[src/cbwd_defs.vh]
// register offsets, field positions and reset values for the cardbus window decoder
`ifndef CBWD_DEFS_VH
`define CBWD_DEFS_VH
`define CBWD_OFF_LAT_LIMIT  8'h1B
`define CBWD_OFF_MEM0_BASE  8'h1C
`define CBWD_OFF_MEM0_LIMIT 8'h20
`define CBWD_OFF_MEM1_BASE  8'h24
`define CBWD_OFF_MEM1_LIMIT 8'h28
`define CBWD_OFF_IO0_BASE   8'h2C
`define CBWD_OFF_IO0_LIMIT  8'h30
`define CBWD_OFF_IO1_BASE   8'h34
`define CBWD_OFF_IO1_LIMIT  8'h38
`define CBWD_OFF_IRQ_NUM    8'h3C
`define CBWD_RST_LAT_LIMIT  8'h00
`define CBWD_RST_MEM        20'h00000
`define CBWD_RST_IO         14'h0000
`define CBWD_RST_IRQ_NUM    8'hFF
`define CBWD_RST_PREFETCH   1'b1
`define CBWD_MEM_LSB        12
`define CBWD_IO_LSB         2
`define CBWD_IO_MSB         15
`define CBWD_BCTL_PF0_BIT   8
`define CBWD_BCTL_PF1_BIT   9
`define CBWD_GCTL_IOB_BIT   11
`define CBWD_GCTL_IOL_BIT   12
`endif

[src/cbwd_window_decode.v]
// cardbus window decode, latency limit and interrupt line register
`timescale 1ns/10ps
`include "cbwd_defs.vh"

module cbwd_window_decode (
  input  wire        sys_clk,
  input  wire        rst,
  // configuration access
  input  wire        cfg_wr,
  input  wire        cfg_rd,
  input  wire [7:0]  cfg_addr,
  input  wire [31:0] cfg_wdata,
  output reg  [31:0] cfg_rdata,
  // bridge control and general control bits
  input  wire [15:0] bridge_ctrl_wdata,
  input  wire        bridge_ctrl_wr,
  input  wire        io_base_low_sel,
  input  wire        io_limit_low_sel,
  output reg         window_zero_prefetchable,
  output reg         window_one_prefetchable,
  // address decode
  input  wire        pci_req,
  input  wire        pci_is_io,
  input  wire [31:0] pci_addr,
  input  wire        cb_req,
  input  wire        cb_is_io,
  input  wire [31:0] cb_addr,
  output reg         pci_to_cb_claim,
  output reg         pci_claim_prefetch,
  output reg         cb_to_pci_claim,
  // cardbus initiator timing and assigned interrupt number
  input  wire        cb_clk_tick,
  input  wire        cframe_start,
  input  wire        data_phase_done,
  input  wire        txn_end,
  output reg         latency_expired,
  output reg         force_terminate,
  output reg  [7:0]  assigned_irq_number
);

////////////////////////////////////////////////////////////////////////////////
// register storage

reg  [7:0]  cardbus_latency_limit;
reg  [31:`CBWD_MEM_LSB] mem_base  [0:1];
reg  [31:`CBWD_MEM_LSB] mem_limit [0:1];
reg  [`CBWD_IO_MSB:`CBWD_IO_LSB] io_base  [0:1];
reg  [`CBWD_IO_MSB:`CBWD_IO_LSB] io_limit [0:1];
reg  [7:0]  lat_count;
reg         lat_active;
reg  [31:0] next_rdata;
wire [1:0]  pci_hit;
wire [1:0]  cb_hit;
wire [1:0]  pf_vec;

always @(posedge sys_clk or posedge rst) begin
  if (rst) begin
    cardbus_latency_limit    <= `CBWD_RST_LAT_LIMIT;
    assigned_irq_number      <= `CBWD_RST_IRQ_NUM;
    window_zero_prefetchable <= `CBWD_RST_PREFETCH;
    window_one_prefetchable  <= `CBWD_RST_PREFETCH;
    mem_base[0]  <= `CBWD_RST_MEM;
    mem_base[1]  <= `CBWD_RST_MEM;
    mem_limit[0] <= `CBWD_RST_MEM;
    mem_limit[1] <= `CBWD_RST_MEM;
    io_base[0]   <= `CBWD_RST_IO;
    io_base[1]   <= `CBWD_RST_IO;
    io_limit[0]  <= `CBWD_RST_IO;
    io_limit[1]  <= `CBWD_RST_IO;
  end else begin
    if (bridge_ctrl_wr) begin
      window_zero_prefetchable <= bridge_ctrl_wdata[`CBWD_BCTL_PF0_BIT];
      window_one_prefetchable  <= bridge_ctrl_wdata[`CBWD_BCTL_PF1_BIT];
    end
    if (cfg_wr) begin
      case (cfg_addr)
        `CBWD_OFF_LAT_LIMIT:  cardbus_latency_limit <= cfg_wdata[7:0];
        `CBWD_OFF_MEM0_BASE:  mem_base[0]  <= cfg_wdata[31:`CBWD_MEM_LSB];
        `CBWD_OFF_MEM0_LIMIT: mem_limit[0] <= cfg_wdata[31:`CBWD_MEM_LSB];
        `CBWD_OFF_MEM1_BASE:  mem_base[1]  <= cfg_wdata[31:`CBWD_MEM_LSB];
        `CBWD_OFF_MEM1_LIMIT: mem_limit[1] <= cfg_wdata[31:`CBWD_MEM_LSB];
        `CBWD_OFF_IO0_BASE:   io_base[0]   <= cfg_wdata[`CBWD_IO_MSB:`CBWD_IO_LSB];
        `CBWD_OFF_IO0_LIMIT:  io_limit[0]  <= cfg_wdata[`CBWD_IO_MSB:`CBWD_IO_LSB];
        `CBWD_OFF_IO1_BASE:   io_base[1]   <= cfg_wdata[`CBWD_IO_MSB:`CBWD_IO_LSB];
        `CBWD_OFF_IO1_LIMIT:  io_limit[1]  <= cfg_wdata[`CBWD_IO_MSB:`CBWD_IO_LSB];
        `CBWD_OFF_IRQ_NUM:    assigned_irq_number <= cfg_wdata[7:0];
        default: begin
        end
      endcase
    end
  end
end

////////////////////////////////////////////////////////////////////////////////
// read mux

always @* begin
  next_rdata = 32'h00000000;
  case (cfg_addr)
    `CBWD_OFF_LAT_LIMIT:  next_rdata = {24'h000000, cardbus_latency_limit};
    `CBWD_OFF_MEM0_BASE:  next_rdata = {mem_base[0], 12'h000};
    `CBWD_OFF_MEM0_LIMIT: next_rdata = {mem_limit[0], 12'h000};
    `CBWD_OFF_MEM1_BASE:  next_rdata = {mem_base[1], 12'h000};
    `CBWD_OFF_MEM1_LIMIT: next_rdata = {mem_limit[1], 12'h000};
    `CBWD_OFF_IO0_BASE:   next_rdata = {16'h0000, io_base[0], 1'b0, io_base_low_sel};
    `CBWD_OFF_IO0_LIMIT:  next_rdata = {16'h0000, io_limit[0], 1'b0, io_limit_low_sel};
    `CBWD_OFF_IO1_BASE:   next_rdata = {16'h0000, io_base[1], 1'b0, io_base_low_sel};
    `CBWD_OFF_IO1_LIMIT:  next_rdata = {16'h0000, io_limit[1], 1'b0, io_limit_low_sel};
    `CBWD_OFF_IRQ_NUM:    next_rdata = {24'h000000, assigned_irq_number};
    default:              next_rdata = 32'h00000000;
  endcase
end

always @(posedge sys_clk or posedge rst) begin
  if (rst) begin
    cfg_rdata <= 32'h00000000;
  end else if (cfg_rd) begin
    cfg_rdata <= next_rdata;
  end
end

////////////////////////////////////////////////////////////////////////////////
// window compare, one per window

assign pf_vec = {window_one_prefetchable, window_zero_prefetchable};

genvar gi;
generate
  for (gi = 0; gi < 2; gi = gi + 1) begin : g_win
    wire mem_en;
    wire io_en;
    wire pci_mem_hit;
    wire cb_mem_hit;
    wire pci_io_hit;
    wire cb_io_hit;
    assign mem_en = (mem_base[gi] != 20'h00000) || (mem_limit[gi] != 20'h00000);
    assign io_en  = (io_base[gi] != 14'h0000) || (io_limit[gi] != 14'h0000);
    assign pci_mem_hit = mem_en &&
      (pci_addr[31:`CBWD_MEM_LSB] >= mem_base[gi]) &&
      (pci_addr[31:`CBWD_MEM_LSB] <= mem_limit[gi]);
    assign cb_mem_hit = mem_en &&
      (cb_addr[31:`CBWD_MEM_LSB] >= mem_base[gi]) &&
      (cb_addr[31:`CBWD_MEM_LSB] <= mem_limit[gi]);
    assign pci_io_hit = io_en && (pci_addr[31:16] == 16'h0000) &&
      (pci_addr[`CBWD_IO_MSB:`CBWD_IO_LSB] >= io_base[gi]) &&
      (pci_addr[`CBWD_IO_MSB:`CBWD_IO_LSB] <= io_limit[gi]);
    assign cb_io_hit = io_en && (cb_addr[31:16] == 16'h0000) &&
      (cb_addr[`CBWD_IO_MSB:`CBWD_IO_LSB] >= io_base[gi]) &&
      (cb_addr[`CBWD_IO_MSB:`CBWD_IO_LSB] <= io_limit[gi]);
    assign pci_hit[gi] = pci_is_io ? pci_io_hit : pci_mem_hit;
    assign cb_hit[gi]  = cb_is_io ? cb_io_hit : cb_mem_hit;
  end
endgenerate

// pci hits go to cardbus, cardbus cycles inside a window go to pci
always @(posedge sys_clk or posedge rst) begin
  if (rst) begin
    pci_to_cb_claim    <= 1'b0;
    pci_claim_prefetch <= 1'b0;
    cb_to_pci_claim    <= 1'b0;
  end else begin
    pci_to_cb_claim    <= pci_req && (pci_hit != 2'b00);
    pci_claim_prefetch <= pci_req && !pci_is_io && ((pci_hit & pf_vec) != 2'b00);
    cb_to_pci_claim    <= cb_req && (cb_hit != 2'b00);
  end
end

////////////////////////////////////////////////////////////////////////////////
// latency timer

always @(posedge sys_clk or posedge rst) begin
  if (rst) begin
    lat_count       <= 8'h00;
    lat_active      <= 1'b0;
    latency_expired <= 1'b0;
    force_terminate <= 1'b0;
  end else if (cframe_start) begin
    lat_count       <= 8'h00;
    lat_active      <= 1'b1;
    latency_expired <= 1'b0;
    force_terminate <= 1'b0;
  end else if (txn_end) begin
    lat_active      <= 1'b0;
    latency_expired <= 1'b0;
    force_terminate <= 1'b0;
  end else if (lat_active) begin
    if (cb_clk_tick && !latency_expired) begin
      lat_count <= lat_count + 8'h01;
      if (lat_count + 8'h01 >= cardbus_latency_limit) begin
        latency_expired <= 1'b1;
      end
    end
    if (latency_expired && data_phase_done) begin
      force_terminate <= 1'b1;
    end
  end
end

endmodule // cbwd_window_decode

[config.mk]
export PLATFORM = sky130hd
export DESIGN_NAME = cbwd_window_decode
export DESIGN_NICKNAME = d
export VERILOG_FILES = /design/src/cbwd_window_decode.v
export VERILOG_INCLUDE_DIRS = /design/src
export SDC_FILE = /design/constraint.sdc
export NUM_CORES = 1
export LEC_CHECK = 0
export BUFFER_PORTS_ARGS = -buffer_cell sky130_fd_sc_hd__buf_2
export CORE_MARGIN = 4
export CORE_UTILIZATION = 46
export CTS_CLUSTER_SIZE = 24
export DETAILED_ROUTE_END_ITERATION = 10
export GPL_TIMING_DRIVEN = 0
export HOLD_SLACK_MARGIN = 0.12
export PLACE_DENSITY = 0.65
export SYNTH_ARGS = -nofsm -noshare
export SYNTH_HDL_FRONTEND = slang
export SYNTH_SLANG_ARGS = --single-unit
[constraint.sdc]
create_clock -name sys_clk -period 6.35 [get_ports sys_clk]
set_input_delay 0.635 -clock sys_clk [delete_from_list [all_inputs] [get_ports sys_clk]]
set_output_delay 0.635 -clock sys_clk [all_outputs]
set_load 0.02 [all_outputs]
## Word level (Yosys, flattened, before mapping)

Index checks and enable logic that the tools add are counted.

| cells by class | value |
|---|---|
| bitwise logic cells | 1 |
| reductions and logical operators | 65 |
| $lt $le $gt $ge | 17 |
| add/sub/neg operators | 1 |
| eq/ne operators | 11 |
| muxes and demuxes | 20 |

Operator list:

| kind | number |
|---|---|
| 32-bit one-hot mux with 10 select lines | 1 |
| 20-bit >= comparator | 4 |
| 20-bit <= comparator | 4 |
| 20-bit nonzero test | 4 |
| 8-bit by 6-bit == test with 1-bit output, second input constant | 8 |
| 14-bit >= comparator | 4 |
| 14-bit <= comparator | 4 |
| 14-bit nonzero test | 4 |
| 16-bit zero test | 2 |
| 8-bit 2-to-1 mux | 4 |
| 1-bit logical AND | 26 |
| 2-bit AND reduction | 11 |
| 8-bit by 5-bit == test with 1-bit output, second input constant | 2 |
| 1-bit 2-to-1 mux | 15 |
| 2-bit nonzero test | 6 |
| 3-bit nonzero test | 4 |
| 8-bit by 1-bit adder with 8-bit output, second input constant | 1 |
| 8-bit >= comparator | 1 |
| 3-bit AND reduction | 2 |
| 1-bit logical OR | 4 |
| 2-bit AND | 1 |
| 1-bit zero test | 2 |
| 2-bit inequality test, second input constant | 1 |

| storage, ports and cells | value |
|---|---|
| flip-flop bits (word level) | 200 |
| output and inout bits | 47 |
| word-level logic and storage cells | 135 |
| input bits | 135 |

## Depth between registers and ports, before layout

Gate-level depths: netlist of the first run.

| depth | value |
|---|---|
| word-level depth | 9 |
| mapped depth | 10 |
| mapped depth without buffers | 10 |

## Worst setup path after synthesis of the first run

No wires, ideal clock.

| timing path | value |
|---|---|
| path type | input-to-reg |
| from | input pci_addr[12] |
| to | register pci_claim_prefetch |
| library setup time | 0.067 ns |
| arrival | 2.419 ns |
| path slack | 3.864 ns |
| stages on the path | 10 |
| path through | inv_1 ha_1 nand2b_1 a31oi_1 o31ai_1 a21oi_1 o31a_1 or4_4 o21ai_2 a32o_1 |

| between the ends | value |
|---|---|
| cells in the longest elaborated chain, start to end | 7 |
| elaborated cells on any way between the ends | 21 |

Ends and longest elaborated chain:

| item | line | source |
|---|---|---|
| start, declared | cbwd_window_decode.v:24 | `input wire [31:0] pci_addr,` |
| 20-bit >= comparator / 14-bit >= comparator (equally long branches) | cbwd_window_decode.v:139, cbwd_window_decode.v:145 |  |
| 1-bit logical AND, on equally long branches (2 in a row) | cbwd_window_decode.v:138, cbwd_window_decode.v:144 |  |
| 1-bit 2-to-1 mux | cbwd_window_decode.v:150 | `assign pci_hit[gi] = pci_is_io ? pci_io_hit : pci_mem_hit;` |
| 2-bit AND * | cbwd_window_decode.v:163 | `pci_claim_prefetch <= pci_req && !pci_is_io && ((pci_hit & pf_vec) != 2'b00);` |
| 2-bit nonzero test * | cbwd_window_decode.v:163 |  |
| 1-bit logical AND * | cbwd_window_decode.v:163 |  |
| end signal, assigned | cbwd_window_decode.v:163 |  |
| end, declared | cbwd_window_decode.v:29 | `output reg pci_claim_prefetch,` |

Mark *: on every way between the ends. The rest lies on a longest branch, timed or not.
A chain may end at the register's enable or synchronous reset.

## Final worst setup path of the first run

Same ends and word-level chain as after synthesis.

==> results of run 1 <==
## area by class of cell
class                      count  area, um2
fill                        3002      15400
multi-input combinational   1080       9370
sequential                   200       5020
timing repair buffer         163        838
inverter                     183        694
tap                          442        553
clock buffer                  18        429
buffer                        34        141
clock inverter                14        140
antenna                        3       7.51
## power breakdown
| part | switching (mW) | internal [mW] |
|---|---|---|
| Clock | 0.523 | 0.553 |
| Sequential | 0.0750 | 1.33 |
| Combinational | 0.378 | 0.258 |
## per-layer routing
layer | vias up | wire (um)
met2 | 428 | 23100
met5 | - | 40
met1 | 6417 | 21900
li1 | 5997 | -
met4 | 6 | 867
met3 | 58 | 3180
## sequential cells by signal, indices dropped and copies added, names as in the netlist, 8 cells and up
signal / cells
io_limit: 28
cardbus_latency_limit: 8
lat_count: 8
io_base: 28
mem_limit: 40
assigned_irq_number: 8
cfg_rdata: 32
mem_base: 40
## worst paths after layout
kind | start | endpoint | slack (ns)
max | pci_addr[12] | pci_claim_prefetch$_DFF_PP0_ | 3.40
min | cframe_start | latency_expired$_DFFE_PP0P_ | 0.37
max reg2reg | mem_base[2]$_DFFE_PP0P_ | pci_claim_prefetch$_DFF_PP0_ | 3.47
min reg2reg | cfg_rdata[3]$_DFFE_PP0P_ | cfg_rdata[3]$_DFFE_PP0P_ | 0.53
max in group asynchronous | rst | window_zero_prefetchable$_DFFE_PP1P_ | 5.05
min in group asynchronous | rst | cfg_rdata[24]$_DFFE_PP0P_ | 0.40
## kinds of logic (layout without fill, tap and decap cells)
| kind of cell | Yosys count | count (layout) | share of synthesized area |
|---|---|---|---|
| mux | 161 | 161 | 0.124 |
| simple gates | 285 | 285 | 0.101 |
| xor+xnor | 13 | 13 | 0.00748 |
| other cells | 0 | 3 | 0 |
| compound gates | 340 | 340 | 0.153 |
| buf+inv | 217 | 412 | 0.0544 |
| flops | 200 | 200 | 0.330 |
| fa+ha+maj | 281 | 281 | 0.231 |
## cell usage after synthesis, drive strengths merged (27+ instances only)
cell    instances
a21o           42
a21oi          84
a221oi         31
dfrtp         190
ha            281
inv           182
mux2          154
nand2          58
nand3          27
nand4          43
nor2           52
nor4           45
o21ai          38
o22ai          30
## per-stage QoR
step                instance area [um2]  hold slack, ns  setup slack (ns)   util
finish                            17200           0.373              3.40  0.527
global route                      17200           0.388              3.35  0.527
CTS                               17200           0.362              3.45  0.527
detailed placement                16600           0.519              3.02  0.509
global placement                  16600           0.510             -1.93  0.508
floorplan                         15200           0.487             0.278      -
==> results.toml, run 1 <==
[drt]
dr.pass1.iters = 7
vias = 12900
drt-initial-drc-count = 1032
wire_per_inst_um = 23.0
antenna_left = 0
drt_wl_total_um = 49100
viasPerCell = 6.04
drc = 0

[clocking]
post-cts-setup-buffer-count = 0
postCtsHoldBufs = 0
htreeDepth = 4
numCtsBuffers = 17
cts_resized = 0
clkTransAtPathRegs_ns = 0.07
cts.sinks = 200
clk_latency_ns = 0.44
root_buffer = "clkbuf_16"
cts_tree = "built"
cts_buffer_depth = 2

[global_route]
grt_pass1_wl_um = 74000
grt_start_max_net_pins = 128
grt_usage = 0.266
grt_antenna_before_repair = 5
first_global_vias = 12600
met2_usage = 0.437
grtUsageMet1 = 0.373
use_met3 = 0.0415
top_usage_layer = "met2"
overflow = 0

[pwr]
p_leak_nw = 8.06
power_density_nw_per_um2 = 181
p_total_mw = 3.11
vdd_drop_max_v = 0.000205

[floorplan]
initial_core_util = 0.466
die_x_um = 190
io_pins = 182
dieArea_um2 = 36000
core_um2 = 32600
die_y_um = 190
row_count = 66

[worst_hold_path]
hold_depth = 2
hp-class = "input pin to flip-flop"

[job]
maxCapViolations = 0

[synthesis]
synth_top_area_frac = 0.313
synth_top_cell_by_area = "dfrtp_1"
syn_avg_cell_area_um2 = 10.2
synth_cells = 1497
async_flop_share = 1.00
netlist_area_um2 = 15200
seq_area_frac_synth = 0.330
synth_edf_count = 0
synthTopCellsByArea = "dfrtp_1 (31%), ha_1 (23%), mux2_1 (11%), inv_1 (4.5%), a21oi_1 (2.8%)"
synth_warnings = 0
synth_nets = 1913
yosys_most_used_dff = "dfrtp_1"
ys_ff_latch = 200
ys_types = 65

[worst_setup_path]
endpoint_kind = "flip-flop"
arrival_ns = 3.32
reg2reg_depth = 10
cpLargestDelayFamily = "compound AO/OA/AOI/OAI gates"
critPathMaxStageDelay_ns = 0.56
critPathSlowestCell = "or4_4"
worst-path-max-fanout = 5
crit_type = "input pin to flip-flop"
crit_required_ns = 6.73
crit_chain = "buf_2, inv_1, ha_1, nand2b_1, a31oi_1, o31ai_1, a21oi_1, o31a_1, or4_4, o21ai_2, a32o_1"
crit_buf_inv = 2
critical_path_depth = 11
start_kind = "input pin"

[sta]
maxSlewHeadroom = 0.252
maxSlewViolCount = 0
worstMarginPinSlew_ns = 1.11
fin_skew_ns = 0.0165
finalSetupViolCount = 0
fin_crit_sh = 0.464
tns_ns = 0
fmax_ghz = 0.339
rsz0062_at_grt = "no"
finalHoldViolCount = 0
finalCriticalPeriod_ns = 2.95

[place]
gp_congestion = 0.945
dp_hpwl_um = 39900
place_inst = 2102
io_buffers = 162

[finish]
drive_above_1_share = 0.138
area_growth_pct = 13.0
stdcell_count = 2137
fin_nets = 2095
final_common_cell = "ha_1"
layout_common_cells = "ha_1 (281), dfrtp_1 (190), inv_1 (181), buf_2 (173), mux2_1 (152)"

[status]
status = "finished clean"
(Power assumes the default switching activity.)
==> run 2: changes to the inputs <==
- clock period: 6.35 -> 2.54 ns (I/O delays scaled with it)
==> run 2 against run 1 <==
Compared with the run above:
- the flow now finishes with violations (negative setup slack)
- via count rose by 1.2%
- largest cell class unchanged
- worst hold slack got worse by 0.23 ns
- highest routed layer unchanged
- final area increased by 4.7%
- power rose to 2.6 times the previous value
- cell count increased by 2.5%
- flip-flop and latch count did not move
- global-route usage rose by 0.64 points
- critical endpoint unchanged
- register-to-register slack lost 3.5 ns
- worst setup slack got worse by 3.5 ns
- count of clock-buffer cells in the layout is 1 lower
- clock skew is 0.0048 ns lower
==> results.toml, run 2 (same netlist as run 1, synthesis figures left out) <==
[worst_setup_path]
r2r_start = "mem_base[2]$_DFFE_PP0P_"
critical_path_depth = 10
worst-path-max-fanout = 2
crit_buf_inv = 1
start_kind = "flip-flop"
startpoint = "mem_base[2]$_DFFE_PP0P_"
critPathMaxStageDelay_ns = 0.59
crit_chain = "inv_2, ha_4, a211o_1, a31oi_4, o31ai_4, a21oi_2, o31a_1, or4_4, o21ai_2, a32o_1"
cpLargestDelayFamily = "compound AO/OA/AOI/OAI gates"
crit_required_ns = 2.93
endpoint_kind = "flip-flop"
crit_end = "pci_claim_prefetch$_DFF_PP0_"
critPathSlowestCell = "or4_4"
reg2reg_depth = 10
regToRegSetupSlack_ns = -0.07
arrival_ns = 3.00
reg2reg_to = "pci_claim_prefetch$_DFF_PP0_"
crit_type = "flip-flop to flip-flop"

[pwr]
p_total_mw = 8.00
p_leak_nw = 8.40
power_density_nw_per_um2 = 445
vdd_drop_max_v = 0.000493

[clocking]
cts_tree = "built"
clk_latency_ns = 0.44
cts.sinks = 200
clkTransAtPathRegs_ns = 0.09
htreeDepth = 4
numCtsBuffers = 17
root_buffer = "clkbuf_16"
cts_buffer_depth = 2

[sta]
fin_skew_ns = 0.0117
worstMarginPinSlew_ns = 1.08
finalSetupViolCount = 3
finalCriticalPeriod_ns = 2.61
fin_crit_sh = 1.03
fin_ws_ns = -0.0743
rsz0062_at_grt = "yes"
maxSlewHeadroom = 0.272
finalHoldViolCount = 0
fmax_ghz = 0.383
maxSlewViolCount = 0

[drt]
drt_wl_total_um = 50000
drt-initial-drc-count = 986
wire_per_inst_um = 22.8
vias = 13100
antenna_left = 0
viasPerCell = 5.97
drc = 0
dr.pass1.iters = 7

[finish]
fillCellCount = 2897
stdcell_area_um2 = 18000
layout_common_cells = "ha_1 (276), dfrtp_1 (182), inv_1 (174), buf_2 (173), mux2_1 (152)"
final_common_cell = "ha_1"
fin_nets = 2149
drive_above_1_share = 0.169
reg_top3 = "mem_base (40), mem_limit (40), cfg_rdata (32)"
stdcell_count = 2190
area_growth_pct = 18.3

[floorplan]
dieArea_um2 = 36000
die_x_um = 190
io_pins = 182
initial_core_util = 0.466
die_y_um = 190
row_count = 66
core_um2 = 32600

[global_route]
grt_antenna_before_repair = 4
grt_start_max_net_pins = 43
grt_usage = 0.272
grt_pass1_wl_um = 75700
overflow = 0
first_global_vias = 12900

[place]
io_buffers = 162
gp_congestion = 0.939
dpl_cell_area_um2 = 16700
place_inst = 2106
dp_hpwl_um = 40300

[worst_hold_path]
hp-class = "input pin to flip-flop"

[status]
status = "finished with violations"
failed_checks = "negative setup slack"

[job]
maxCapViolations = 0
==> run 2: cell count changes in the layout (fill, tap and decap cells not counted), sizes merged <==
| cell | delta |
|---|---|
| clkinv | +4 |
| buf | +22 |
| clkinvlp | -2 |
| dlygate4sd3 | +32 |
| bufinv | -1 |
| clkbuf | -1 |
| diode | -1 |
==> run 2: power breakdown <==
part,internal (mW),leakage (nW),switching (mW)
Clock,1.35,0.301,1.43
Combinational,0.728,5.38,0.989
Sequential,3.31,2.71,0.182
Total,5.40,8.40,2.61
==> run 2: how the worst min path moves through the flow <==
stage | start | endpoint | slack (ns) | depth (start not counted)
floorplan | txn_end | force_terminate$_DFFE_PP0P_ | 0.32 | 1
global placement | cframe_start | latency_expired$_DFFE_PP0P_ | 0.45 | 2
detailed placement | rst | force_terminate$_DFFE_PP0P_ | 0.25 | 2
CTS | cb_clk_tick | latency_expired$_DFFE_PP0P_ | 0.12 | 3
global route | cfg_wdata[13] | mem_limit[1]$_DFFE_PP0P_ | 0.14 | 2
finish | cb_clk_tick | latency_expired$_DFFE_PP0P_ | 0.14 | 3
==> run 2: stage by stage <==
| step | hold slack, ns | setup TNS, ns | worst slack [ns] | utilization |
|---|---|---|---|---|
| 2_1_floorplan | 0.325 | -55.89 | -0.294 | - |
| 3_3_place_gp | 0.445 | -290.69 | -1.52 | 0.508 |
| 3_5_place_dp | 0.252 | -0.910 | -0.364 | 0.511 |
| 4_1_cts | 0.122 | -0.0750 | -0.0519 | 0.545 |
| 5_1_grt | 0.136 | -0.333 | -0.134 | 0.552 |
| 6_report | 0.139 | -0.150 | -0.0743 | 0.552 |
==> run 2: worst reg2reg max path: stages, from the launching register on <==
cell     delay, ns
dfrtp_1       0.41
inv_2         0.08
ha_4          0.28
a211o_1       0.16
a31oi_4       0.05
o31ai_4       0.30
a21oi_2       0.13
o31a_1        0.29
or4_4         0.60
o21ai_2       0.09
a32o_1        0.17
==> run 2: timing repair <==
| item | CTS | global route |
|---|---|---|
| hold buffers | 32 | 0 |
| resized for setup | 26 | 23 |
| buffers inserted | 9 | 9 |
| setup endpoints to repair | 3 | 3 |
| pin swaps | 14 | 21 |
| hold endpoints to repair | 163 | 0 |
==> run 2: area by class of cell <==
| cell class | count | area [um2] | share of cell area |
|---|---|---|---|
| multi-input cells | 1080 | 9590 | 0.533 |
| flip-flops and latches | 200 | 5030 | 0.279 |
| repair buffers | 217 | 1370 | 0.0759 |
| inverters | 183 | 691 | 0.0384 |
| well taps | 442 | 553 | 0.0307 |
| clock buffers | 17 | 425 | 0.0236 |
| clock inverters | 15 | 196 | 0.0109 |
| plain buffers | 34 | 141 | 0.00786 |
| diodes | 2 | 5.00 | 0.000278 |
==> run 2: layer usage <==
metal  GRT usage  up-vias  wire length [um]
met5           0        -                34
met4      0.0659        6              1160
met3      0.0440       75              3300
met2       0.452      456             23900
met1       0.375     6432             21600
li1            -     6096                 -
